### src/pkg/ubf_pkg.sv
`default_nettype none
package ubf_pkg;

  // ************************************************************
  // Register map (byte addresses) and field positions
  // ************************************************************
  localparam logic [7:0] UBF_OFF_BAUD_HI = 8'h00;
  localparam logic [7:0] UBF_OFF_BAUD_LO = 8'h04;
  localparam logic [7:0] UBF_OFF_CTRL1   = 8'h08;
  localparam logic [7:0] UBF_OFF_CTRL2   = 8'h0c;
  localparam logic [7:0] UBF_OFF_STAT1   = 8'h10;
  localparam logic [7:0] UBF_OFF_STAT2   = 8'h14;
  localparam logic [7:0] UBF_OFF_CTRL3   = 8'h18;
  localparam logic [7:0] UBF_OFF_DATA    = 8'h1c;

  localparam int UBF_HI_BRK_IE  = 7;
  localparam int UBF_HI_EDGE_IE = 6;
  localparam int UBF_C1_LOOP    = 7;
  localparam int UBF_C1_SWAI    = 6;
  localparam int UBF_C1_RECEIVER_SOURCE_SELECT    = 5;
  localparam int UBF_C1_NINE    = 4;
  localparam int UBF_C1_WAKE    = 3;
  localparam int UBF_C1_ILT     = 2;
  localparam int UBF_C1_PE      = 1;
  localparam int UBF_C1_PT      = 0;
  localparam int UBF_C2_TX_ON   = 3;
  localparam int UBF_C2_RX_ON   = 2;
  localparam int UBF_C2_RWU     = 1;
  localparam int UBF_C3_RX8     = 7;
  localparam int UBF_C3_TX8     = 6;
  localparam int UBF_C3_DIR     = 5;
  localparam int UBF_ST_BRK     = 7;
  localparam int UBF_ST_EDGE    = 6;
  localparam int UBF_ST_IDLE    = 4;
  localparam int UBF_ST_OVR     = 3;
  localparam int UBF_ST_FE      = 1;
  localparam int UBF_ST_PE      = 0;

  localparam logic [7:0] UBF_HI_MASK = 8'hdf;
  localparam logic [7:0] UBF_C2_MASK = 8'h0e;
  localparam logic [7:0] UBF_C3_MASK = 8'h60;

  // ************************************************************
  // Reset values and timing counts
  // ************************************************************
  localparam logic [7:0] UBF_RST_BAUD_HI = 8'h00;
  localparam logic [7:0] UBF_RST_BAUD_LO = 8'h04;
  localparam logic [7:0] UBF_RST_CTRL    = 8'h00;
  localparam logic       UBF_LINE_IDLE   = 1'b1;
  localparam logic [3:0] UBF_SUB_LAST    = 4'hf;
  localparam logic [3:0] UBF_SUB_MID     = 4'h7;
  localparam logic [3:0] UBF_FRAME_8     = 4'ha;
  localparam logic [3:0] UBF_FRAME_9     = 4'hb;
  localparam logic [3:0] UBF_DATA_8      = 4'h8;
  localparam logic [3:0] UBF_DATA_9      = 4'h9;
  localparam logic [1:0] UBF_RESP_OKAY   = 2'h0;
  localparam logic [1:0] UBF_RESP_SLVERR = 2'h2;

  // ************************************************************
  // Types
  // ************************************************************
  typedef struct packed {
    logic [7:0]  awaddr;
    logic        awvalid;
    logic [31:0] wdata;
    logic [3:0]  wstrb;
    logic        wvalid;
    logic        bready;
    logic [7:0]  araddr;
    logic        arvalid;
    logic        rready;
  } ubf_axi_req_t;

  typedef struct packed {
    logic        awready;
    logic        wready;
    logic        bvalid;
    logic [1:0]  bresp;
    logic        arready;
    logic        rvalid;
    logic [31:0] rdata;
    logic [1:0]  rresp;
  } ubf_axi_rsp_t;

  typedef enum logic {UBF_TX_IDLE, UBF_TX_SHIFT} ubf_tx_state_t;
  typedef enum logic [1:0] {UBF_RX_IDLE, UBF_RX_START, UBF_RX_DATA, UBF_RX_STOP} ubf_rx_state_t;

  function automatic logic ubf_mapped(input logic [7:0] addr);
    return (addr[1:0] == 2'h0) && (addr[7:5] == 3'h0);
  endfunction

  // Parity bit that makes the character even, or odd when odd_sel is set.
  function automatic logic ubf_parity(input logic [8:0] d, input logic nine, input logic odd_sel);
    return (nine ? (^d[7:0]) : (^d[6:0])) ^ odd_sel;
  endfunction

endpackage
`default_nettype wire

### src/rtl/ubf_sync3.sv
`timescale 1ns/1ps
`default_nettype none
module ubf_sync3
  import ubf_pkg::*;
(
  input  wire logic aclk,
  input  wire logic aresetn,
  input  wire logic din,
  output var  logic dout
);
  logic s1_reg;
  logic s2_reg;
  logic s3_reg;
  logic dout_next;

  // A change is accepted only once the second and third stages agree.
  always_comb begin
    dout_next = (s2_reg == s3_reg) ? s3_reg : dout;
  end

  always_ff @(posedge aclk) begin
    if (!aresetn) begin
      s1_reg <= UBF_LINE_IDLE;
      s2_reg <= UBF_LINE_IDLE;
      s3_reg <= UBF_LINE_IDLE;
      dout   <= UBF_LINE_IDLE;
    end else begin
      s1_reg <= din;
      s2_reg <= s1_reg;
      s3_reg <= s2_reg;
      dout   <= dout_next;
    end
  end
endmodule // ubf_sync3
`default_nettype wire

### src/rtl/ubf_baud_gen.sv
`timescale 1ns/1ps
`default_nettype none
module ubf_baud_gen
  import ubf_pkg::*;
(
  input  wire logic        aclk,
  input  wire logic        aresetn,
  input  wire logic        enable,
  input  wire logic        hold,
  input  wire logic [12:0] divisor,
  output var  logic        tick
);
  logic [12:0] cnt_reg;
  logic [12:0] cnt_next;
  logic        tick_next;

  always_comb begin
    cnt_next  = cnt_reg;
    tick_next = 1'b0;
    if (!enable || divisor == 13'h0000) begin
      cnt_next = 13'h0000;
    end else if (!hold) begin
      // divide by divisor
      // The compare is >= so that a smaller new divisor cannot strand the count.
      if (cnt_reg >= divisor - 13'h0001) begin
        cnt_next  = 13'h0000;
        tick_next = 1'b1;
      end else begin
        cnt_next = cnt_reg + 13'h0001;
      end
    end
  end

  always_ff @(posedge aclk) begin
    if (!aresetn) begin
      cnt_reg <= 13'h0000;
      tick    <= 1'b0;
    end else begin
      cnt_reg <= cnt_next;
      tick    <= tick_next;
    end
  end
endmodule // ubf_baud_gen
`default_nettype wire

### src/rtl/ubf_uart_cfg_top.sv
// Function
// - High-half writes only buffer; working divisor updates on low-half write.
// - Divisor zero disables the baud generator entirely.
// - Bit rate is bus clock over sixteen times the divisor.
// - Low half resets non-zero; generator idles until tx or rx enabled.
// - Break interrupt requested while break flag set and its enable set.
// - Edge interrupt requested while rx edge flag set and its enable set.
// - Loopback feeds transmitter into receiver; receive pin unused.
// - Stop-in-wait freezes the serial unit during processor wait.
// - Source select matters only in loopback; zero means internal loop.
// - Loopback with source one is single-wire on the transmit pin.
// - Eight or nine data bits, least significant first, both directions.
// - Wake method selects idle-line or address-mark wakeup.
// - Idle needs 10 or 11 high bit times; count from start or stop.
// - Parity enable generates and checks parity in the top data bit.
// - Parity kind zero even, one odd, over whole character.
// - Eight byte-wide registers for baud, options, status and data.
// - Transmitter starts frames only while its enable is one.
`timescale 1ns/1ps
`default_nettype none
module ubf_uart_cfg_top
  import ubf_pkg::*;
(
  input  wire logic         aclk,
  input  wire logic         aresetn,
  input  wire ubf_axi_req_t axi_req,
  output var  ubf_axi_rsp_t axi_rsp,
  input  wire logic         rxd_pin_in,
  input  wire logic         txd_pin_in,
  output var  logic         txd_pin_out,
  output var  logic         txd_pin_oe,
  input  wire logic         cpu_wait,
  output var  logic         irq_request
);
  // ************************************************************
  // State
  // ************************************************************
  logic [7:0]    hi_reg, hi_next, lo_reg, lo_next;
  logic [7:0]    c1_reg, c1_next, c2_reg, c2_next, c3_reg, c3_next;
  logic [4:0]    work_hi_reg, work_hi_next;
  logic          baud_active_reg, baud_active_next;
  logic [8:0]    tx_buf_reg, tx_buf_next, rx_data_reg, rx_data_next;
  logic          tx_full_reg, tx_full_next, rx_full_reg, rx_full_next;
  logic [7:0]    flag_reg, flag_next;
  logic          irq_next;
  logic          aw_full_reg, aw_full_next, w_full_reg, w_full_next;
  logic [7:0]    aw_addr_reg, aw_addr_next, w_data_reg, w_data_next;
  logic          w_strb_reg, w_strb_next;
  ubf_axi_rsp_t  rsp_next;

  ubf_tx_state_t tx_state_reg, tx_state_next;
  logic [10:0]   tx_sh_reg, tx_sh_next;
  logic [3:0]    tx_left_reg, tx_left_next, tx_sub_reg, tx_sub_next;
  logic          tx_line_reg, tx_line_next, tx_oe_next;

  ubf_rx_state_t rx_state_reg, rx_state_next;
  logic [3:0]    rx_sub_reg, rx_sub_next, rx_cnt_reg, rx_cnt_next;
  logic [8:0]    rx_sh_reg, rx_sh_next;
  logic [3:0]    idle_bits_reg, idle_bits_next, idle_sub_reg, idle_sub_next;
  logic          idle_armed_reg, idle_armed_next, rx_prev_reg, rx_prev_next;

  logic          rxd_sync, txd_sync, tick, frz, rx_line, tx_load;
  logic          rx_done, rx_fe, rx_pe, rx_brk, rx_idle_hit, rx_edge_hit;
  logic [8:0]    rx_word;
  logic          do_wr, wr_en, deliver, msb, rd_clr;
  logic [7:0]    clr, set, rd_byte;

  // ************************************************************
  // Pin synchronisers and baud generator
  // ************************************************************
  ubf_sync3 u_rxd_sync (
    .aclk    (aclk),
    .aresetn (aresetn),
    .din     (rxd_pin_in),
    .dout    (rxd_sync)
  );
  ubf_sync3 u_txd_sync (
    .aclk    (aclk),
    .aresetn (aresetn),
    .din     (txd_pin_in),
    .dout    (txd_sync)
  );

  assign frz = c1_reg[UBF_C1_SWAI] & cpu_wait;

  ubf_baud_gen u_baud (
    .aclk    (aclk),
    .aresetn (aresetn),
    .enable  (baud_active_reg),
    .hold    (frz),
    .divisor ({work_hi_reg, lo_reg}),
    .tick    (tick)
  );

  assign rx_line = !c1_reg[UBF_C1_LOOP] ? rxd_sync :
                   (c1_reg[UBF_C1_RECEIVER_SOURCE_SELECT] ? txd_sync : tx_line_reg);

  assign tx_load = (tx_state_reg == UBF_TX_IDLE) && tx_full_reg && c2_reg[UBF_C2_TX_ON];

  // ************************************************************
  // Register file and bus slave
  // ************************************************************
  always_comb begin
    hi_next = hi_reg;  lo_next = lo_reg;  c1_next = c1_reg;
    c2_next = c2_reg;  c3_next = c3_reg;  work_hi_next = work_hi_reg;
    baud_active_next = baud_active_reg;
    tx_buf_next = tx_buf_reg;  rx_data_next = rx_data_reg;
    aw_full_next = aw_full_reg;  aw_addr_next = aw_addr_reg;
    w_full_next = w_full_reg;  w_data_next = w_data_reg;  w_strb_next = w_strb_reg;
    rsp_next = axi_rsp;
    clr = 8'h00;  set = 8'h00;  rd_clr = 1'b0;  deliver = 1'b0;
    rd_byte = 8'h00;
    if (axi_req.awvalid && axi_rsp.awready) begin
      aw_full_next = 1'b1;
      aw_addr_next = axi_req.awaddr;
    end
    if (axi_req.wvalid && axi_rsp.wready) begin
      w_full_next = 1'b1;
      w_data_next = axi_req.wdata[7:0];
      w_strb_next = axi_req.wstrb[0];
    end
    if (axi_rsp.bvalid && axi_req.bready) rsp_next.bvalid = 1'b0;
    do_wr = aw_full_reg && w_full_reg && !axi_rsp.bvalid;
    wr_en = do_wr && w_strb_reg && ubf_mapped(aw_addr_reg);
    if (do_wr) begin
      aw_full_next = 1'b0;
      w_full_next = 1'b0;
      rsp_next.bvalid = 1'b1;
      rsp_next.bresp = ubf_mapped(aw_addr_reg) ? UBF_RESP_OKAY : UBF_RESP_SLVERR;
    end
    rsp_next.awready = !aw_full_next;
    rsp_next.wready = !w_full_next;
    msb = c1_reg[UBF_C1_NINE] ? rx_word[8] : rx_word[7];
    if (rx_done) begin
      if (!c2_reg[UBF_C2_RWU]) begin
        deliver = 1'b1;
      end else if (c1_reg[UBF_C1_WAKE] && msb) begin
        deliver = 1'b1;
        c2_next[UBF_C2_RWU] = 1'b0;
      end
    end
    if (rx_idle_hit && c2_reg[UBF_C2_RWU] && !c1_reg[UBF_C1_WAKE]) c2_next[UBF_C2_RWU] = 1'b0;
    if (wr_en) begin
      case (aw_addr_reg)
        UBF_OFF_BAUD_HI: hi_next = w_data_reg & UBF_HI_MASK;
        UBF_OFF_BAUD_LO: begin
          lo_next = w_data_reg;
          work_hi_next = hi_reg[4:0];
        end
        UBF_OFF_CTRL1: c1_next = w_data_reg;
        UBF_OFF_CTRL2: begin
          c2_next = w_data_reg & UBF_C2_MASK;
          if (w_data_reg[UBF_C2_TX_ON] || w_data_reg[UBF_C2_RX_ON]) baud_active_next = 1'b1;
        end
        UBF_OFF_STAT2: clr = w_data_reg;
        UBF_OFF_CTRL3: c3_next = w_data_reg & UBF_C3_MASK;
        UBF_OFF_DATA: tx_buf_next = {c3_reg[UBF_C3_TX8], w_data_reg};
        default: ;
      endcase
    end
    if (axi_rsp.rvalid && axi_req.rready) rsp_next.rvalid = 1'b0;
    if (axi_req.arvalid && axi_rsp.arready) begin
      case (axi_req.araddr)
        UBF_OFF_BAUD_HI: rd_byte = hi_reg;
        UBF_OFF_BAUD_LO: rd_byte = lo_reg;
        UBF_OFF_CTRL1: rd_byte = c1_reg;
        UBF_OFF_CTRL2: rd_byte = c2_reg;
        UBF_OFF_STAT1: rd_byte = {!tx_full_reg, !tx_full_reg && tx_state_reg == UBF_TX_IDLE,
                                  rx_full_reg, flag_reg[4:0]};
        UBF_OFF_STAT2: rd_byte = flag_reg;
        UBF_OFF_CTRL3: rd_byte = {rx_data_reg[8], c3_reg[6:0]};
        UBF_OFF_DATA: begin
          rd_byte = rx_data_reg[7:0];
          rd_clr = 1'b1;
        end
        default: rd_byte = 8'h00;
      endcase
      rsp_next.rvalid = 1'b1;
      rsp_next.rdata = {24'h000000, rd_byte};
      rsp_next.rresp = ubf_mapped(axi_req.araddr) ? UBF_RESP_OKAY : UBF_RESP_SLVERR;
    end
    rsp_next.arready = !rsp_next.rvalid;
    // An overrun keeps the unread character and drops the new one.
    if (deliver) begin
      if (rx_full_reg && !rd_clr) set[UBF_ST_OVR] = 1'b1;
      else rx_data_next = rx_word;
      set[UBF_ST_FE] = rx_fe;
      set[UBF_ST_PE] = rx_pe;
    end
    set[UBF_ST_BRK] = rx_brk;
    set[UBF_ST_EDGE] = rx_edge_hit;
    set[UBF_ST_IDLE] = rx_idle_hit && !c2_reg[UBF_C2_RWU];
    // A hardware set in the same cycle as a clear is kept.
    flag_next = (flag_reg & ~clr) | set;
    rx_full_next = (rx_full_reg & ~rd_clr) | deliver;
    tx_full_next = (tx_full_reg & ~tx_load) | (wr_en && aw_addr_reg == UBF_OFF_DATA);
    irq_next = (flag_next[UBF_ST_BRK] & hi_reg[UBF_HI_BRK_IE]) |
               (flag_next[UBF_ST_EDGE] & hi_reg[UBF_HI_EDGE_IE]);
  end

  always_ff @(posedge aclk) begin
    if (!aresetn) begin
      hi_reg <= UBF_RST_BAUD_HI;  lo_reg <= UBF_RST_BAUD_LO;
      c1_reg <= UBF_RST_CTRL;  c2_reg <= UBF_RST_CTRL;  c3_reg <= UBF_RST_CTRL;
      work_hi_reg <= 5'h00;  baud_active_reg <= 1'b0;
      tx_buf_reg <= 9'h000;  rx_data_reg <= 9'h000;
      tx_full_reg <= 1'b0;  rx_full_reg <= 1'b0;  flag_reg <= 8'h00;
      irq_request <= 1'b0;
      aw_full_reg <= 1'b0;  aw_addr_reg <= 8'h00;
      w_full_reg <= 1'b0;  w_data_reg <= 8'h00;  w_strb_reg <= 1'b0;
      axi_rsp <= '{awready: 1'b1, wready: 1'b1, arready: 1'b1, default: '0};
    end else begin
      hi_reg <= hi_next;  lo_reg <= lo_next;
      c1_reg <= c1_next;  c2_reg <= c2_next;  c3_reg <= c3_next;
      work_hi_reg <= work_hi_next;  baud_active_reg <= baud_active_next;
      tx_buf_reg <= tx_buf_next;  rx_data_reg <= rx_data_next;
      tx_full_reg <= tx_full_next;  rx_full_reg <= rx_full_next;  flag_reg <= flag_next;
      irq_request <= irq_next;
      aw_full_reg <= aw_full_next;  aw_addr_reg <= aw_addr_next;
      w_full_reg <= w_full_next;  w_data_reg <= w_data_next;  w_strb_reg <= w_strb_next;
      axi_rsp <= rsp_next;
    end
  end

  // ************************************************************
  // Transmitter
  // ************************************************************
  always_comb begin
    logic [8:0] d;
    d = tx_buf_reg;
    tx_state_next = tx_state_reg;
    tx_sh_next = tx_sh_reg;
    tx_left_next = tx_left_reg;
    tx_sub_next = tx_sub_reg;
    if (tx_load) begin
      if (c1_reg[UBF_C1_PE]) begin
        if (c1_reg[UBF_C1_NINE]) d[8] = ubf_parity(d, 1'b1, c1_reg[UBF_C1_PT]);
        else d[7] = ubf_parity(d, 1'b0, c1_reg[UBF_C1_PT]);
      end
      tx_sh_next = c1_reg[UBF_C1_NINE] ? {1'b1, d, 1'b0} : {2'b11, d[7:0], 1'b0};
      tx_left_next = c1_reg[UBF_C1_NINE] ? UBF_FRAME_9 : UBF_FRAME_8;
      tx_sub_next = 4'h0;
      tx_state_next = UBF_TX_SHIFT;
    end else if (tx_state_reg == UBF_TX_SHIFT && tick) begin
      tx_sub_next = tx_sub_reg + 4'h1;
      if (tx_sub_reg == UBF_SUB_LAST) begin
        tx_sh_next = {1'b1, tx_sh_reg[10:1]};
        tx_left_next = tx_left_reg - 4'h1;
        if (tx_left_reg == 4'h1) tx_state_next = UBF_TX_IDLE;
      end
    end
    tx_line_next = (tx_state_next == UBF_TX_SHIFT) ? tx_sh_next[0] : UBF_LINE_IDLE;
    // A frame in flight keeps the pin even after the enable drops.
    tx_oe_next = (c2_reg[UBF_C2_TX_ON] || tx_state_next == UBF_TX_SHIFT) &&
                 (!(c1_reg[UBF_C1_LOOP] && c1_reg[UBF_C1_RECEIVER_SOURCE_SELECT]) || c3_reg[UBF_C3_DIR]);
  end

  always_ff @(posedge aclk) begin
    if (!aresetn) begin
      tx_state_reg <= UBF_TX_IDLE;  tx_sh_reg <= 11'h7ff;
      tx_left_reg <= 4'h0;  tx_sub_reg <= 4'h0;
      tx_line_reg <= UBF_LINE_IDLE;  txd_pin_out <= UBF_LINE_IDLE;  txd_pin_oe <= 1'b0;
    end else begin
      tx_state_reg <= tx_state_next;  tx_sh_reg <= tx_sh_next;
      tx_left_reg <= tx_left_next;  tx_sub_reg <= tx_sub_next;
      tx_line_reg <= tx_line_next;  txd_pin_out <= tx_line_next;  txd_pin_oe <= tx_oe_next;
    end
  end

  // ************************************************************
  // Receiver and idle detector
  // ************************************************************
  always_comb begin
    rx_state_next = rx_state_reg;  rx_sub_next = rx_sub_reg;
    rx_cnt_next = rx_cnt_reg;  rx_sh_next = rx_sh_reg;
    rx_done = 1'b0;  rx_fe = 1'b0;  rx_pe = 1'b0;  rx_brk = 1'b0;
    rx_word = c1_reg[UBF_C1_NINE] ? rx_sh_reg : {1'b0, rx_sh_reg[8:1]};
    idle_bits_next = idle_bits_reg;  idle_sub_next = idle_sub_reg;
    idle_armed_next = idle_armed_reg;
    rx_prev_next = rx_line;
    rx_edge_hit = c2_reg[UBF_C2_RX_ON] && !frz && rx_prev_reg && !rx_line;
    if (tick) begin
      case (rx_state_reg)
        UBF_RX_IDLE: if (!rx_line) begin
          rx_state_next = UBF_RX_START;
          rx_sub_next = 4'h0;
          idle_armed_next = 1'b1;
        end
        UBF_RX_START: if (rx_sub_reg == UBF_SUB_MID) begin
          rx_state_next = rx_line ? UBF_RX_IDLE : UBF_RX_DATA;
          rx_sub_next = 4'h0;
          rx_cnt_next = 4'h0;
        end else rx_sub_next = rx_sub_reg + 4'h1;
        UBF_RX_DATA: if (rx_sub_reg == UBF_SUB_LAST) begin
          rx_sh_next = {rx_line, rx_sh_reg[8:1]};
          rx_cnt_next = rx_cnt_reg + 4'h1;
          rx_sub_next = 4'h0;
          if (rx_cnt_next == (c1_reg[UBF_C1_NINE] ? UBF_DATA_9 : UBF_DATA_8))
            rx_state_next = UBF_RX_STOP;
        end else rx_sub_next = rx_sub_reg + 4'h1;
        UBF_RX_STOP: if (rx_sub_reg == UBF_SUB_LAST) begin
          rx_done = 1'b1;
          rx_fe = !rx_line;
          rx_brk = !rx_line && rx_word == 9'h000;
          rx_pe = c1_reg[UBF_C1_PE] && (ubf_parity(rx_word, c1_reg[UBF_C1_NINE],
                  c1_reg[UBF_C1_PT]) != (c1_reg[UBF_C1_NINE] ? rx_word[8] : rx_word[7]));
          rx_state_next = UBF_RX_IDLE;
        end else rx_sub_next = rx_sub_reg + 4'h1;
        default: rx_state_next = UBF_RX_IDLE;
      endcase
    end
    if (!c2_reg[UBF_C2_RX_ON]) begin
      rx_state_next = UBF_RX_IDLE;
      rx_done = 1'b0;
      rx_brk = 1'b0;
    end
    if (!rx_line || (c1_reg[UBF_C1_ILT] && rx_state_reg != UBF_RX_IDLE)) begin
      idle_bits_next = 4'h0;
      idle_sub_next = 4'h0;
    end else if (tick) begin
      idle_sub_next = idle_sub_reg + 4'h1;
      if (idle_sub_reg == UBF_SUB_LAST &&
          idle_bits_reg != (c1_reg[UBF_C1_NINE] ? UBF_FRAME_9 : UBF_FRAME_8))
        idle_bits_next = idle_bits_reg + 4'h1;
    end
    rx_idle_hit = c2_reg[UBF_C2_RX_ON] && idle_armed_reg &&
                  idle_bits_reg == (c1_reg[UBF_C1_NINE] ? UBF_FRAME_9 : UBF_FRAME_8);
    if (rx_idle_hit) idle_armed_next = 1'b0;
  end

  always_ff @(posedge aclk) begin
    if (!aresetn) begin
      rx_state_reg <= UBF_RX_IDLE;  rx_sub_reg <= 4'h0;
      rx_cnt_reg <= 4'h0;  rx_sh_reg <= 9'h000;
      idle_bits_reg <= 4'h0;  idle_sub_reg <= 4'h0;
      idle_armed_reg <= 1'b0;  rx_prev_reg <= UBF_LINE_IDLE;
    end else begin
      rx_state_reg <= rx_state_next;  rx_sub_reg <= rx_sub_next;
      rx_cnt_reg <= rx_cnt_next;  rx_sh_reg <= rx_sh_next;
      idle_bits_reg <= idle_bits_next;  idle_sub_reg <= idle_sub_next;
      idle_armed_reg <= idle_armed_next;  rx_prev_reg <= rx_prev_next;
    end
  end
endmodule // ubf_uart_cfg_top
`default_nettype wire

### config.mk
export PLATFORM = sky130hd
export DESIGN_NAME = ubf_uart_cfg_top
export DESIGN_NICKNAME = d
export VERILOG_FILES = /design/src/pkg/ubf_pkg.sv /design/src/rtl/ubf_sync3.sv /design/src/rtl/ubf_baud_gen.sv /design/src/rtl/ubf_uart_cfg_top.sv
export SDC_FILE = /design/constraint.sdc
export NUM_CORES = 1
export LEC_CHECK = 0
export ABC_AREA = 1
export BUFFER_PORTS_ARGS = -buffer_cell sky130_fd_sc_hd__buf_2
export CORE_ASPECT_RATIO = 1.4
export CORE_UTILIZATION = 45
export CTS_BUF_LIST = sky130_fd_sc_hd__clkbuf_16
export DETAILED_ROUTE_END_ITERATION = 10
export GPL_ROUTABILITY_DRIVEN = 0
export GPL_TIMING_DRIVEN = 1
export HOLD_SLACK_MARGIN = 0.03
export SETUP_SLACK_MARGIN = 0.05
export SLEW_MARGIN = 20
export SYNTH_ARGS = -nofsm -noshare
export SYNTH_HDL_FRONTEND = slang
export SYNTH_SLANG_ARGS = --single-unit
### constraint.sdc
create_clock -name aclk -period 3 [get_ports aclk]
set_clock_uncertainty 0.05 [all_clocks]
set_input_delay 0.45 -clock aclk [delete_from_list [all_inputs] [get_ports aclk]]
set_output_delay 0.45 -clock aclk [all_outputs]
set_load 0.02 [all_outputs]
## Word level (Yosys, flattened, before mapping)

Index checks and enable logic that the tools add are counted.

- Flip-flop bits (word level): 172
- Output and inout port bits: 44
- Logic and storage cells: 282

- Add/subtract/negate cells: 8
- $lt $le $gt $ge: 1
- Eq/ne operators: 33
- Mux-type cells: 79
- Bitwise gates (word level): 20
- Reduce and logical (&&, ||, !) cells: 89

Operators by type and width:

| kind | number |
|---|---|
| $pmux W8 S8 | 1 |
| $eq A8 B5 Y1 const B | 7 |
| $mux W1 | 44 |
| $mux W4 | 9 |
| $mux W35 | 1 |
| $mux W11 | 3 |
| $eq A8 B4 Y1 const B | 4 |
| $logic_and A1 B1 Y1 | 32 |
| $mux W2 | 12 |
| $reduce_and A2 Y1 | 11 |
| $add A4 B1 Y4 const B | 5 |
| $eq A8 B3 Y1 const B | 2 |
| $logic_not A8 Y1 | 2 |
| $mux W8 | 2 |
| $pmux W4 S4 | 1 |
| $reduce_xor A8 Y1 | 2 |
| $reduce_xor A7 Y1 | 2 |
| $add A13 B1 Y13 const B | 1 |
| $ge A13 B13 Y1 | 1 |
| $logic_not A13 Y1 | 1 |
| $mux W13 | 1 |
| $sub A13 B1 Y13 const B | 1 |
| $eq A4 B4 Y1 const B | 3 |
| $logic_not A1 Y1 | 12 |
| 32 further kinds | 70 |

## Logic depth before layout (Yosys ltp)

Gate-level depths: netlist of the first run.

- Word-level depth: 13
- Mapped depth: 17
- Mapped depth without buffers: 16

## Cells and area by module

A second synthesis of the first run with hierarchy kept.

- Cells, all modules: 1186
- Area, all modules: 8559.5 um2

By module, submodules not included:

| module | times used | cells each | area an instance (um2) |
|---|---|---|---|
| ubf_uart_cfg_top | 1 | 983 | 7031.7 |
| ubf_baud_gen | 1 | 169 | 1260.0 |
| ubf_sync3 | 2 | 17 | 133.9 |

## Worst setup path after synthesis of the first run

OpenSTA, ideal clock, no wires.

- Path kind: flip-flop to flip-flop
- Start point: reg lo_reg[0]
- End point: reg u_baud.cnt_reg[6]
- Library setup time: 0.117 ns
- Arrival time: 2.285 ns
- Required time: 2.833 ns
- Slack: 0.548 ns
- Cell stages (with the launch flop): 17
- Clock period less this slack: 2.452 ns
- Path through: dfxtp_1 -> nor3_1 -> nand3_1 -> nor2_1 -> nand2_1 -> nor3_1 -> xor2_1 -> inv_1 -> ha_1 -> nand2_1 -> nor3_1 -> o21ai_0 -> nand3_1 -> nand2_1 -> nand2_1 -> buf_4 -> nor2_1

- Cells in the longest elaborated chain, start to end: 3
- Elaborated cells on any way between the ends: 6
- Classes of those cells: add/sub: 1; order compare: 1; mux: 1; reduce/logical: 3

RTL lines:

| item | RTL line | RTL |
|---|---|---|
| from (decl) | ubf_uart_cfg_top.sv:38 | `logic [7:0] hi_reg, hi_next, lo_reg, lo_next;` |
| from (signal assigned) | ubf_uart_cfg_top.sv:213 | `hi_reg <= hi_next; lo_reg <= lo_next;` |
| $sub A13 B1 Y13 or $logic_not A13 Y1 (tied branches) | ubf_baud_gen.sv:25, ubf_baud_gen.sv:20 |  |
| $ge A13 B13 Y1 or $logic_or A1 B1 Y1 (tied branches) | ubf_baud_gen.sv:25, ubf_baud_gen.sv:20 |  |
| $mux W13 or $reduce_or A2 Y1 (tied branches) | - |  |
| to (signal assigned) | ubf_baud_gen.sv:39 | `cnt_reg <= cnt_next;` |
| to (decl) | ubf_baud_gen.sv:13 | `logic [12:0] cnt_reg;` |

Several ways; a longest one is shown, not always the timed one.
A chain may end at the register's enable or synchronous reset.

## Worst setup path after layout of the first run

- Start point: reg lo_reg[0]
- End point: reg u_baud.cnt_reg[7]

The elaborated chain is that of the path after synthesis.

==> metrics.yaml, run 1 <==
antenna_found_initial: 0
route.detailed.drc: 0
io_buffer_count: 52
final_cell_area_um2: 9210
post-dp-hpwl_um: 14800
hold_viol_final: 0
synth.distinct_cells: 42
finalMaxSlewViolations: 0
ys_ff_latch: 170
rsz0062_at_grt: "no"
ant_nets: 0
critPathRequiredTime_ns: 3.31
initial_core_util_pct: 45.9
cts_tree: "done"
die_y_um: 162
critical_path_class: "reg -> reg"
drive_gt1_share_pct: 10.7
clock_path_buffers: 2
maxCapViolCount: 0
dpl.cell_count: 1414
whs_path_depth: 2
status: "finished clean"
r2r_cells: 16
power_frac_seq_pct: 48.8
crit_top_cell: "nand3_1"
vias: 7202
largest_register_ffs: 15
avgSynthCellArea_um2: 7.16
fin_crit_sh_pct: 86.6
grt_pass1_wl_um: 31800
grt_overflow: 0
cts-buffers-inserted: 17
h-tree-depth: 4
ys_top_cells_by_area: "dfxtp_1, nand2_1, o21ai_0, a21oi_1, nor2_1"
ios: 106
hold_ws_ns: 0.154
path_max_fanout: 13
synthFlopType: "dfxtp_1"
final_cells: 1446
synth_edf_count: 0
core_um2: 17900
yosysTopAreaCellShare_pct: 41.4
synth-seq-area-share_pct: 41.4
fp.dieW_um: 116
finalSetupTns_ns: 0
grt_util_all_layers_pct: 22.0
ys_async_sr_fraction_pct: 0
grt_pass1_vias: 6506
period_minus_slack_ns: 2.60
wl_um: 19900
max_freq_mhz: 385
fin_total_pwr_uw: 4780
critical_path.startpoint_type: "flip-flop"
cp_slowest_cell: "dfxtp_1"
routedWlPerCell_um: 13.8
fillers: 1854
clkTransAtPathRegs_ns: 0.07
drt_iter0_drc: 515
rows: 58
grt_start_max_net_pins: 92
fin_nets: 1281
slowest_delay_ns: 0.34
netlist_instances: 1148
cts-root-buf: "clkbuf_16"
clkPwrFrac_pct: 46.6
die_area_um2: 18800
arrival_ns: 2.91
firstDrtPassIters: 5
power_leakage_uw: 0.00391
vias_per_cell: 4.98
postCtsSetupBuffers: 0
cts_sinks: 170
clock_latency_ns: 0.43
intPower_uw: 3600
power.switching_uw: 1180
combinationalPowerShare_pct: 4.7
setup_viol: 0
p_sw_share_pct: 24.7
synth_warnings: 0
holdCritPathClass: "in -> reg"
area_delta_synth_final_pct: 12.1
yosys.area.top_type: "dfxtp_1"
end_kind: "flip-flop"
relSlewSlack_pct: 44.0
cp_cell_sequence: "inv_1, ha_1, nand3_1, nor3_4, nand3_1, xor2_1, ha_1, nand2_1, inv_1, nor2_1, o21ai_0, a21oi_1, nand3_1, nand2_1, nand2_4, nor2_1"
ir_drop_mv: 0.393
worst_slew_pin_slew_ns: 0.840
netlist_area_um2: 8220
antenna_cells: 0
pwr_density_cell_nw_per_um2: 519
dpl-instance-area_um2: 8600
-- cell usage after synthesis (all sizes together), types with 3 or more instances --
cell type / number
buf: 36
or2: 11
nand3b: 3
nor2: 136
o21ai: 117
nand4: 9
xor2: 20
xnor2: 10
nor3: 19
dfxtp: 170
a31oi: 3
nand2: 226
ha: 26
a21oi: 104
nand3: 89
o2111ai: 6
inv: 127
clkbuf: 24
-- metrics by stage --
stage	utilization [%]	worst slack (ns)
after floorplan	-	0.548
after global placement	48.0	0.207
after detailed placement	48.0	0.146
after CTS	51.3	0.127
after global routing	51.4	0.108
final	51.4	0.403
-- cell families after synthesis --
| family | count (synthesis) | share of synthesized area, % |
|---|---|---|
| fa+ha+maj | 26 | 3.96 |
| xor+xnor | 30 | 3.20 |
| mux | 1 | 0.122 |
| buf+inv | 188 | 10.0 |
| flops | 170 | 41.4 |
| simple gates | 497 | 26.4 |
| other cells | 1 | 0.0456 |
| compound gates | 235 | 14.8 |
-- placed cells by master, fill, tap and decap left out, drive strengths merged, types with 2 or more instances in the layout --
cell type,n
a31oi,3
nand4,9
a21oi,104
nor2,136
nand3,89
buf,61
ha,26
nor4,2
nor3,19
nand3b,3
conb,26
xor2,20
dfxtp,170
xnor2,10
bufinv,2
inv,134
o21ai,117
clkinv,6
nand2,226
or2,11
o2111ai,6
clkbuf,17
-- final cells by class --
class	instances	area, µm²	area share, %
clock inverter	15	165	1.79
clock buffer	17	425	4.62
inverter	128	480	5.21
tap	240	300	3.26
timing repair buffer	61	328	3.56
sequential	170	3400	36.9
multi-input combinational	815	4110	44.6
-- worst paths after layout --
path	end	slack, ns	start
min reg2reg	u_txd_sync.s2_reg	0.37	u_txd_sync.s1_reg
max	u_baud.cnt_reg[7]	0.40	lo_reg[0]
max reg2reg	u_baud.cnt_reg[7]	0.40	lo_reg[0]
min	u_rxd_sync.s1_reg	0.15	rxd_pin_in
-- worst max-delay path: cells and delay by family, from the launching register on --
| family | cells | cell delay (ns) |
|---|---|---|
| AO/OA/AOI/OAI | 2 | 0.21 |
| XOR/XNOR | 1 | 0.16 |
| adder cells (fa/ha/maj) | 2 | 0.53 |
| buffers and inverters | 2 | 0.15 |
| flip-flops | 1 | 0.34 |
| AND/OR/NAND/NOR | 9 | 1.08 |
-- timing repair --
action                     4_1_cts  5_1_grt
hold buffers                     0        0
setup endpoints to repair        0       13
gates resized for setup          0        4
-- layer usage --
metal	wire length, µm	GRT usage [%]	vias up	share of wire (%)
li1	-	-	3775	-
met3	780	4.33	29	3.9
met2	9750	36.8	155	49
met4	535	8.62	0	2.7
met5	0	0	-	0
met1	8870	27.3	3243	44
-- power by group through the flow --
stage               Combinational, µW  Clock [µW]  Sequential (µW)
global route                      253        2350             2330
finish                            224        2220             2330
global placement                  223           0             2380
floorplan                         175           0             2370
detailed placement                225           0             2380
CTS                               226        2260             2330
Note: power is estimated with default switching activity, not from simulation.
==> run 2: changes to the inputs <==
--- a/config.mk
+++ b/config.mk
@@ -6,11 +6,11 @@
 export NUM_CORES = 1
 export LEC_CHECK = 0
 export ABC_AREA = 1
-export BUFFER_PORTS_ARGS = -buffer_cell sky130_fd_sc_hd__buf_2
 export CORE_ASPECT_RATIO = 1.4
 export CORE_UTILIZATION = 45
 export CTS_BUF_LIST = sky130_fd_sc_hd__clkbuf_16
 export DETAILED_ROUTE_END_ITERATION = 10
+export DONT_BUFFER_PORTS = 1
 export GPL_ROUTABILITY_DRIVEN = 0
 export GPL_TIMING_DRIVEN = 1
 export HOLD_SLACK_MARGIN = 0.03
==> run 2 against run 1 <==
Register-to-register slack worse by 0.05 ns. Die area unchanged. Fmax fell by 2.0%. Sequential power barely moved. Via count decreased by 1.6%. Non-clock buffer count is 52 lower. Critical path depth down 1. Critical path type unchanged.
==> metrics.yaml, run 2 (synthesized netlist as in run 1, its figures left out) <==
period_minus_slack_ns: 2.65  # was 2.60 ns
grt_pass1_wl_um: 31700  # was 31800 µm
critPathRequiredTime_ns: 3.28  # was 3.31 ns
cts_sinks: 170  # unchanged
critical_path.startpoint_type: "flip-flop"  # unchanged
cp_cell_sequence: "inv_1, ha_1, nand3_1, nor3_4, nand2_1, xor2_1, ha_1, nand2_1, nor3_1, o21ai_0, nand3_1, nand2_1, nand2_1, buf_4, nor2_1"  # was inv_1, ha_1, nand3_1, nor3_4, nand3_1, xor2_1, ha_1, nand2_1, inv_1, nor2_1, o21ai_0, a21oi_1, nand3_1, nand2_1, nand2_4, nor2_1
io_buffer_count: 0  # was 52
fin_crit_sh_pct: 88.3  # was 86.6%
status: "finished clean"  # unchanged
cts-root-buf: "clkbuf_16"  # unchanged
maxCapViolCount: 0  # unchanged
core_um2: 17900  # unchanged
path_max_fanout: 13  # unchanged
vias: 7086  # was 7202
finalMaxSlewViolations: 0  # unchanged
max_freq_mhz: 377  # was 385 MHz
clkTransAtPathRegs_ns: 0.07  # about the same
rsz0062_at_grt: "no"  # unchanged
cp_slowest_cell: "dfxtp_1"  # unchanged
slowest_delay_ns: 0.33  # was 0.34 ns
routedWlPerCell_um: 14.3  # was 13.8 µm
cts_tree: "done"  # unchanged
crit_top_cell: "nand2_1"  # was nand3_1
relSlewSlack_pct: 59.3  # was 44.0%
grt_pass1_vias: 6505  # was 6506
die_area_um2: 18800  # unchanged
ir_drop_mv: 0.357  # was 0.393 mV
setup_viol: 0  # unchanged
clock_latency_ns: 0.44  # was 0.43 ns
multi_input_area_um2: 4100  # was 4110 µm²
postCtsSetupBuffers: 0  # unchanged
grt_util_all_layers_pct: 21.9  # was 22.0%
initial_core_util_pct: 45.9  # unchanged
die_y_um: 162  # unchanged
cts-buffers-inserted: 17  # unchanged
hold_buffers: 0  # unchanged
rows: 58  # unchanged
clock_path_buffers: 2  # unchanged
worst_slew_pin_slew_ns: 0.610  # was 0.840 ns
grt_start_max_net_pins: 93  # was 92
fp.dieW_um: 116  # unchanged
vias_per_cell: 5.08  # was 4.98
drt_iter0_drc: 412  # was 515
area_delta_synth_final_pct: 8.69  # was 12.1%
final_cell_mix: "nand2_1, dfxtp_1, nor2_1, inv_1, o21ai_0"  # unchanged
fillers: 1851  # was 1854
hold_ws_ns: 0.0630  # was 0.154 ns
end_kind: "flip-flop"  # unchanged
ios: 106  # unchanged
largest_register_ffs: 15  # unchanged
hold_viol_final: 0  # unchanged
pwr_density_cell_nw_per_um2: 522  # was 519 nW/µm²
wl_um: 19900  # about the same
arrival_ns: 2.93  # was 2.91 ns
layout_commonest_cell: "nand2_1"  # unchanged
h-tree-depth: 4  # unchanged
antenna_found_initial: 0  # unchanged
antenna_cells: 0  # unchanged
finalSetupTns_ns: 0  # unchanged
firstDrtPassIters: 5  # unchanged
seqCellArea_um2: 3400  # unchanged
fin_nets: 1229  # was 1281
route.detailed.drc: 0  # unchanged
post-dp-hpwl_um: 14700  # was 14800 µm
grt_overflow: 0  # unchanged
ant_nets: 0  # unchanged
drive_gt1_share_pct: 6.85  # was 10.7%
power_leakage_uw: 0.00367  # was 0.00391 µW
holdCritPathClass: "in -> reg"  # unchanged
critical_path_class: "reg -> reg"  # unchanged
run 2: changes by cell type in the layout (fill, tap and decap cells not counted), moves of 2 or more:
cell / previous run / this run
bufinv_16: 2 / 0
clkinv_4: 3 / 1
buf_2: 52 / 0
clkinv_1: 3 / 1
clkinv_2: 0 / 2
inv_8: 3 / 5
clkinv_8: 0 / 3
run 2: critical path, delay by kind of cell (launching register included):
kind / cells / cell delay (ns)
AO/OA/AOI/OAI: 1 / 0.11
XOR/XNOR: 1 / 0.16
adder cells (fa/ha/maj): 2 / 0.54
buffers and inverters: 2 / 0.31
flip-flops: 1 / 0.33
AND/OR/NAND/NOR: 9 / 1.03
run 2: what timing repair did:
| item | 4_1_cts | 5_1_grt |
|---|---|---|
| endpoints found under the setup margin | 0 | 13 |
| hold endpoints to repair | 0 | 0 |
| resized for setup | 0 | 2 |
run 2: worst paths after layout:
kind / startpoint / cells past startpoint / to / slack [ns]
worst max-delay path: lo_reg[0] / 15 / u_baud.cnt_reg[0] / 0.35
worst min-delay path: aresetn / 1 / tx_sh_reg[10] / 0.06
worst max register to register: lo_reg[0] / 15 / u_baud.cnt_reg[0] / 0.35
worst min register to register: u_txd_sync.s1_reg / 1 / u_txd_sync.s2_reg / 0.36
run 2: area by class of cell:
cell class | instances | area share, %
inverter | 128 | 5.38
clock buffer | 17 | 4.76
clock inverter | 15 | 1.75
tap | 240 | 3.36
sequential | 170 | 38.1
timing repair buffer | 9 | 0.756
multi-input combinational | 815 | 45.9
run 2: power breakdown:
group	switching, µW	internal [µW]
combinational	128	41.8
clock	1040	1110
sequential	51.8	2290
total	1220	3440
run 2: routing by layer:
metal  GRT usage (%)  wire length (µm)  part of all wire (%)
met2            38.3             10000                    50
met1            26.2              8680                    44
met5               0                 0                     0
met3            4.59               751                   3.8
met4            7.34               419                   2.1
run 2: metrics by stage:
| stage | setup WS, ns | area [µm²] | util (%) | total power [µW] | std cells |
|---|---|---|---|---|---|
| CTS | 0.262 | 8930 | 49.8 | 4700 | 1394 |
| global route | 0.0653 | 8940 | 49.9 | 4810 | 1394 |
| global placement | 0.340 | 8340 | 46.6 | 2560 | 1362 |
| finish | 0.350 | 8940 | 49.9 | 4660 | 1394 |
| floorplan | 0.548 | 8320 | - | 2550 | 1173 |
| detailed placement | 0.272 | 8340 | 46.6 | 2560 | 1362 |
==> run 3: changes to the inputs <==
--- a/config.mk
+++ b/config.mk
@@ -5,7 +5,6 @@
 export SDC_FILE = /design/constraint.sdc
 export NUM_CORES = 1
 export LEC_CHECK = 0
-export ABC_AREA = 1
 export CORE_ASPECT_RATIO = 1.4
 export CORE_UTILIZATION = 45
 export CTS_BUF_LIST = sky130_fd_sc_hd__clkbuf_16
==> run 3 against run 2 <==
Highest routed layer unchanged. Global-route usage decreased by 0.82 points. Via count fell by 10%. Register-to-register slack worse by 0.41 ns. The run now ends with negative setup slack left. Worst setup slack got worse by 0.41 ns. Area after synthesis shrank 0.68%. Non-clock buffer count increased by 22. Clock-buffer cell count stayed put. Hold slack lost 0.015 ns. First-iteration DRC count decreased by 23%. Sequential cell count unchanged.
==> metrics.yaml, run 3 <==
status: "finished, violations left"  # was finished clean
violations: "negative setup slack"
yosys-top-cells-count: "dfxtp_1, nand2_1, nor2_1"  # was nand2_1, dfxtp_1, nor2_1
hold_viol_final: 0  # unchanged
vias: 6366  # was 7086
critical_path.startpoint_type: "flip-flop"  # unchanged
hold_ws_ns: 0.0480  # was 0.0630 ns
grt_util_all_layers_pct: 21.1  # was 21.9%
ys_ff_latch: 170  # unchanged
r2r_end: "u_baud.cnt_reg[11]"  # was u_baud.cnt_reg[0]
p_sw_share_pct: 22.9  # was 26.2%
path_max_fanout: 9  # was 13
cts_sinks: 170  # unchanged
cts-root-buf: "clkbuf_16"  # unchanged
rows: 57  # was 58
intPower_uw: 3530  # was 3440 µW
ys_top_cells_by_area: "dfxtp_1, mux2i_1, nand2_1, nor2_1, a21oi_1"  # was dfxtp_1, nand2_1, o21ai_0, a21oi_1, nor2_1
grt_overflow: 0  # unchanged
fin_nets: 1013  # was 1229
synth.distinct_cells: 70  # was 42
rsz0062_at_grt: "yes"  # was no
hp-start: "aresetn"  # unchanged
antenna_cells: 0  # unchanged
io_buffer_count: 0  # unchanged
h-tree-depth: 4  # unchanged
die_area_um2: 18700  # was 18800 µm²
max_freq_mhz: 326  # was 377 MHz
power.switching_uw: 1050  # was 1220 µW
reg2reg_from: "lo_reg[4]"  # was lo_reg[0]
ir_drop_mv: 0.396  # was 0.357 mV
r2r_setup_slack_ns: -0.06  # was 0.35 ns
maxCapViolCount: 0  # unchanged
synth_edf_count: 0  # unchanged
arrival_ns: 3.36  # was 2.93 ns
area_delta_synth_final_pct: 10.7  # was 8.69%
fp.dieW_um: 116  # about the same
fin_util_pct: 51.5  # was 49.9%
grt_start_max_net_pins: 43  # was 93
yosys.area.top_type: "dfxtp_1"  # unchanged
finalMaxSlewViolations: 0  # unchanged
relSlewSlack_pct: 52.2  # was 59.3%
drive_gt1_share_pct: 10.2  # was 6.85%
netlist_instances: 925  # was 1148
period_minus_slack_ns: 3.06  # was 2.65 ns
setup_ws_ns: -0.0639  # was 0.350 ns
holdCritPathClass: "in -> reg"  # unchanged
netlist_area_um2: 8170  # was 8220 µm²
critical_path_class: "reg -> reg"  # unchanged
hold_buffers: 0  # unchanged
critPathRequiredTime_ns: 3.29  # was 3.28 ns
combinationalPowerShare_pct: 3.1  # was 3.6%
synth-seq-area-share_pct: 41.7  # was 41.4%
vias_per_cell: 5.42  # was 5.08
clock_path_buffers: 2  # unchanged
clock_latency_ns: 0.43  # was 0.44 ns
power_frac_seq_pct: 50.9  # was 50.2%
synthFlopType: "dfxtp_1"  # unchanged
r2r_cells: 10  # was 15
power_leakage_uw: 0.00339  # was 0.00367 µW
whs_endpoint: "lo_reg[2]"  # was tx_sh_reg[10]
fin_total_pwr_uw: 4580  # was 4660 µW
end_kind: "flip-flop"  # unchanged
synth_warnings: 0  # unchanged
layout_commonest_cell: "dfxtp_1"  # was nand2_1
post-dp-hpwl_um: 13800  # was 14700 µm
ys_async_sr_fraction_pct: 0  # unchanged
yosysTopAreaCellShare_pct: 41.7  # was 41.4%
final_cell_mix: "dfxtp_1, nand2_1, nor2_1, a21oi_1, mux2i_1"  # was nand2_1, dfxtp_1, nor2_1, inv_1, o21ai_0
synth.most_common_cell: "dfxtp_1"  # was nand2_1
grt_pass1_wl_um: 30500  # was 31700 µm
die_y_um: 161  # was 162 µm
antenna_found_initial: 0  # unchanged
whs_path_depth: 1  # unchanged
route.detailed.drc: 0  # unchanged
ios: 106  # unchanged
clkTransAtPathRegs_ns: 0.06  # was 0.07 ns
fin_crit_sh_pct: 102  # was 88.3%
routedWlPerCell_um: 16.1  # was 14.3 µm
worst_slew_pin_slew_ns: 0.715  # was 0.610 ns
clkPwrFrac_pct: 46.0  # was 46.2%
avgSynthCellArea_um2: 8.83  # was 7.16 µm²
cts_tree: "done"  # unchanged
grt_pass1_vias: 6072  # was 6505
initial_core_util_pct: 46.5  # was 45.9%
pwr_density_cell_nw_per_um2: 506  # was 522 nW/µm²
firstDrtPassIters: 4  # was 5
largest_register_ffs: 15  # unchanged
core_um2: 17500  # was 17900 µm²
setup_viol: 10  # was 0
fillers: 1683  # was 1851
cts-buffers-inserted: 17  # unchanged
drt_iter0_drc: 319  # was 412
wl_um: 18900  # was 19900 µm
ant_nets: 0  # unchanged
run 3: changes by cell type after synthesis, sizes merged, moves of 9 or more:
cell	delta
a21oi	-36
nand2b	+14
nand2	-115
xnor2	+22
o21ai	-91
inv	-107
mux2i	+55
nand3	-66
and3	+19
nor3	-9
nor2	-33
a211oi	+20
or2	-9
run 3: area by class of cell:
type	count	area, µm²	share of cell area (%)
Timing Repair Buffer	31	245	2.71
Multi-Input combinational cell	685	4460	49.4
Inverter	20	75.1	0.830
Clock buffer	17	425	4.70
Tap cell	236	295	3.27
Sequential cell	170	3400	37.7
Clock inverter	15	134	1.48
run 3: repair_timing:
action | 4_1_cts | 5_1_grt
buffers inserted | 1 | 1
resized for setup | 5 | 4
setup endpoints to repair | 13 | 14
cloned | 0 | 0
pin swaps | 1 | 1
run 3: per-stage QoR:
stage          std cells  cell area (µm²)  TNS, ns  setup slack (ns)
2_1_floorplan        950             8330        0            0.0329
4_1_cts             1173             9010   -0.351           -0.0582
6_report            1174             9040   -0.467           -0.0639
3_5_place_dp        1140             8420    -1.57            -0.155
5_1_grt             1174             9040    -1.54            -0.147
3_3_place_gp        1140             8420    -1.11            -0.115
run 3: cells by family (layout without fill, tap and decap cells):
logic type / after synthesis / in the layout / synth area share, %
XOR/XNOR: 51 / 51 / 5.65
AO/OA/AOI/OAI: 177 / 177 / 14.3
other: 1 / 26 / 0.0459
flip-flops: 170 / 170 / 41.7
adder cells (fa/ha/maj): 26 / 26 / 3.98
AND/OR/NAND/NOR: 341 / 341 / 19.9
multiplexers: 64 / 64 / 8.44
buffers and inverters: 95 / 83 / 6.05
run 3: per-layer routing:
metal	GRT usage, %	up-vias	part of all wire, %
met5	0	-	0
met4	9.44	0	3.0
met3	4.13	38	3.4
met2	36.2	119	50
met1	25.1	3021	43
li1	-	3188	-
run 3: worst max-delay path, stage by stage (launching register included):
cell	delay, ns
dfxtp_2	0.32
or3_4	0.39
or3b_4	0.43
xor2_1	0.17
ha_1	0.29
a21o_1	0.16
a21o_1	0.17
a221o_1	0.30
a211o_4	0.38
buf_12	0.16
a211oi_2	0.17
run 3: worst max-delay path by stage:
stage | startpoint | end | slack [ns] | cells after the start
after floorplan | lo_reg[4] | u_baud.cnt_reg[10] | 0.03 | 11
after global placement | lo_reg[4] | u_baud.cnt_reg[12] | -0.12 | 10
after detailed placement | lo_reg[4] | u_baud.cnt_reg[12] | -0.15 | 10
after CTS | lo_reg[4] | u_baud.cnt_reg[11] | -0.06 | 10
after global routing | lo_reg[4] | u_baud.cnt_reg[6] | -0.15 | 10
final | lo_reg[4] | u_baud.cnt_reg[11] | -0.06 | 10
run 3: power groups by stage:
| stage | Sequential (µW) | Combinational [µW] | Clock [µW] |
|---|---|---|---|
| finish | 2330 | 143 | 2100 |
| global route | 2330 | 161 | 2220 |
| CTS | 2330 | 144 | 2140 |
| detailed placement | 2380 | 144 | 0 |
| global placement | 2380 | 142 | 0 |
| floorplan | 2360 | 162 | 0 |
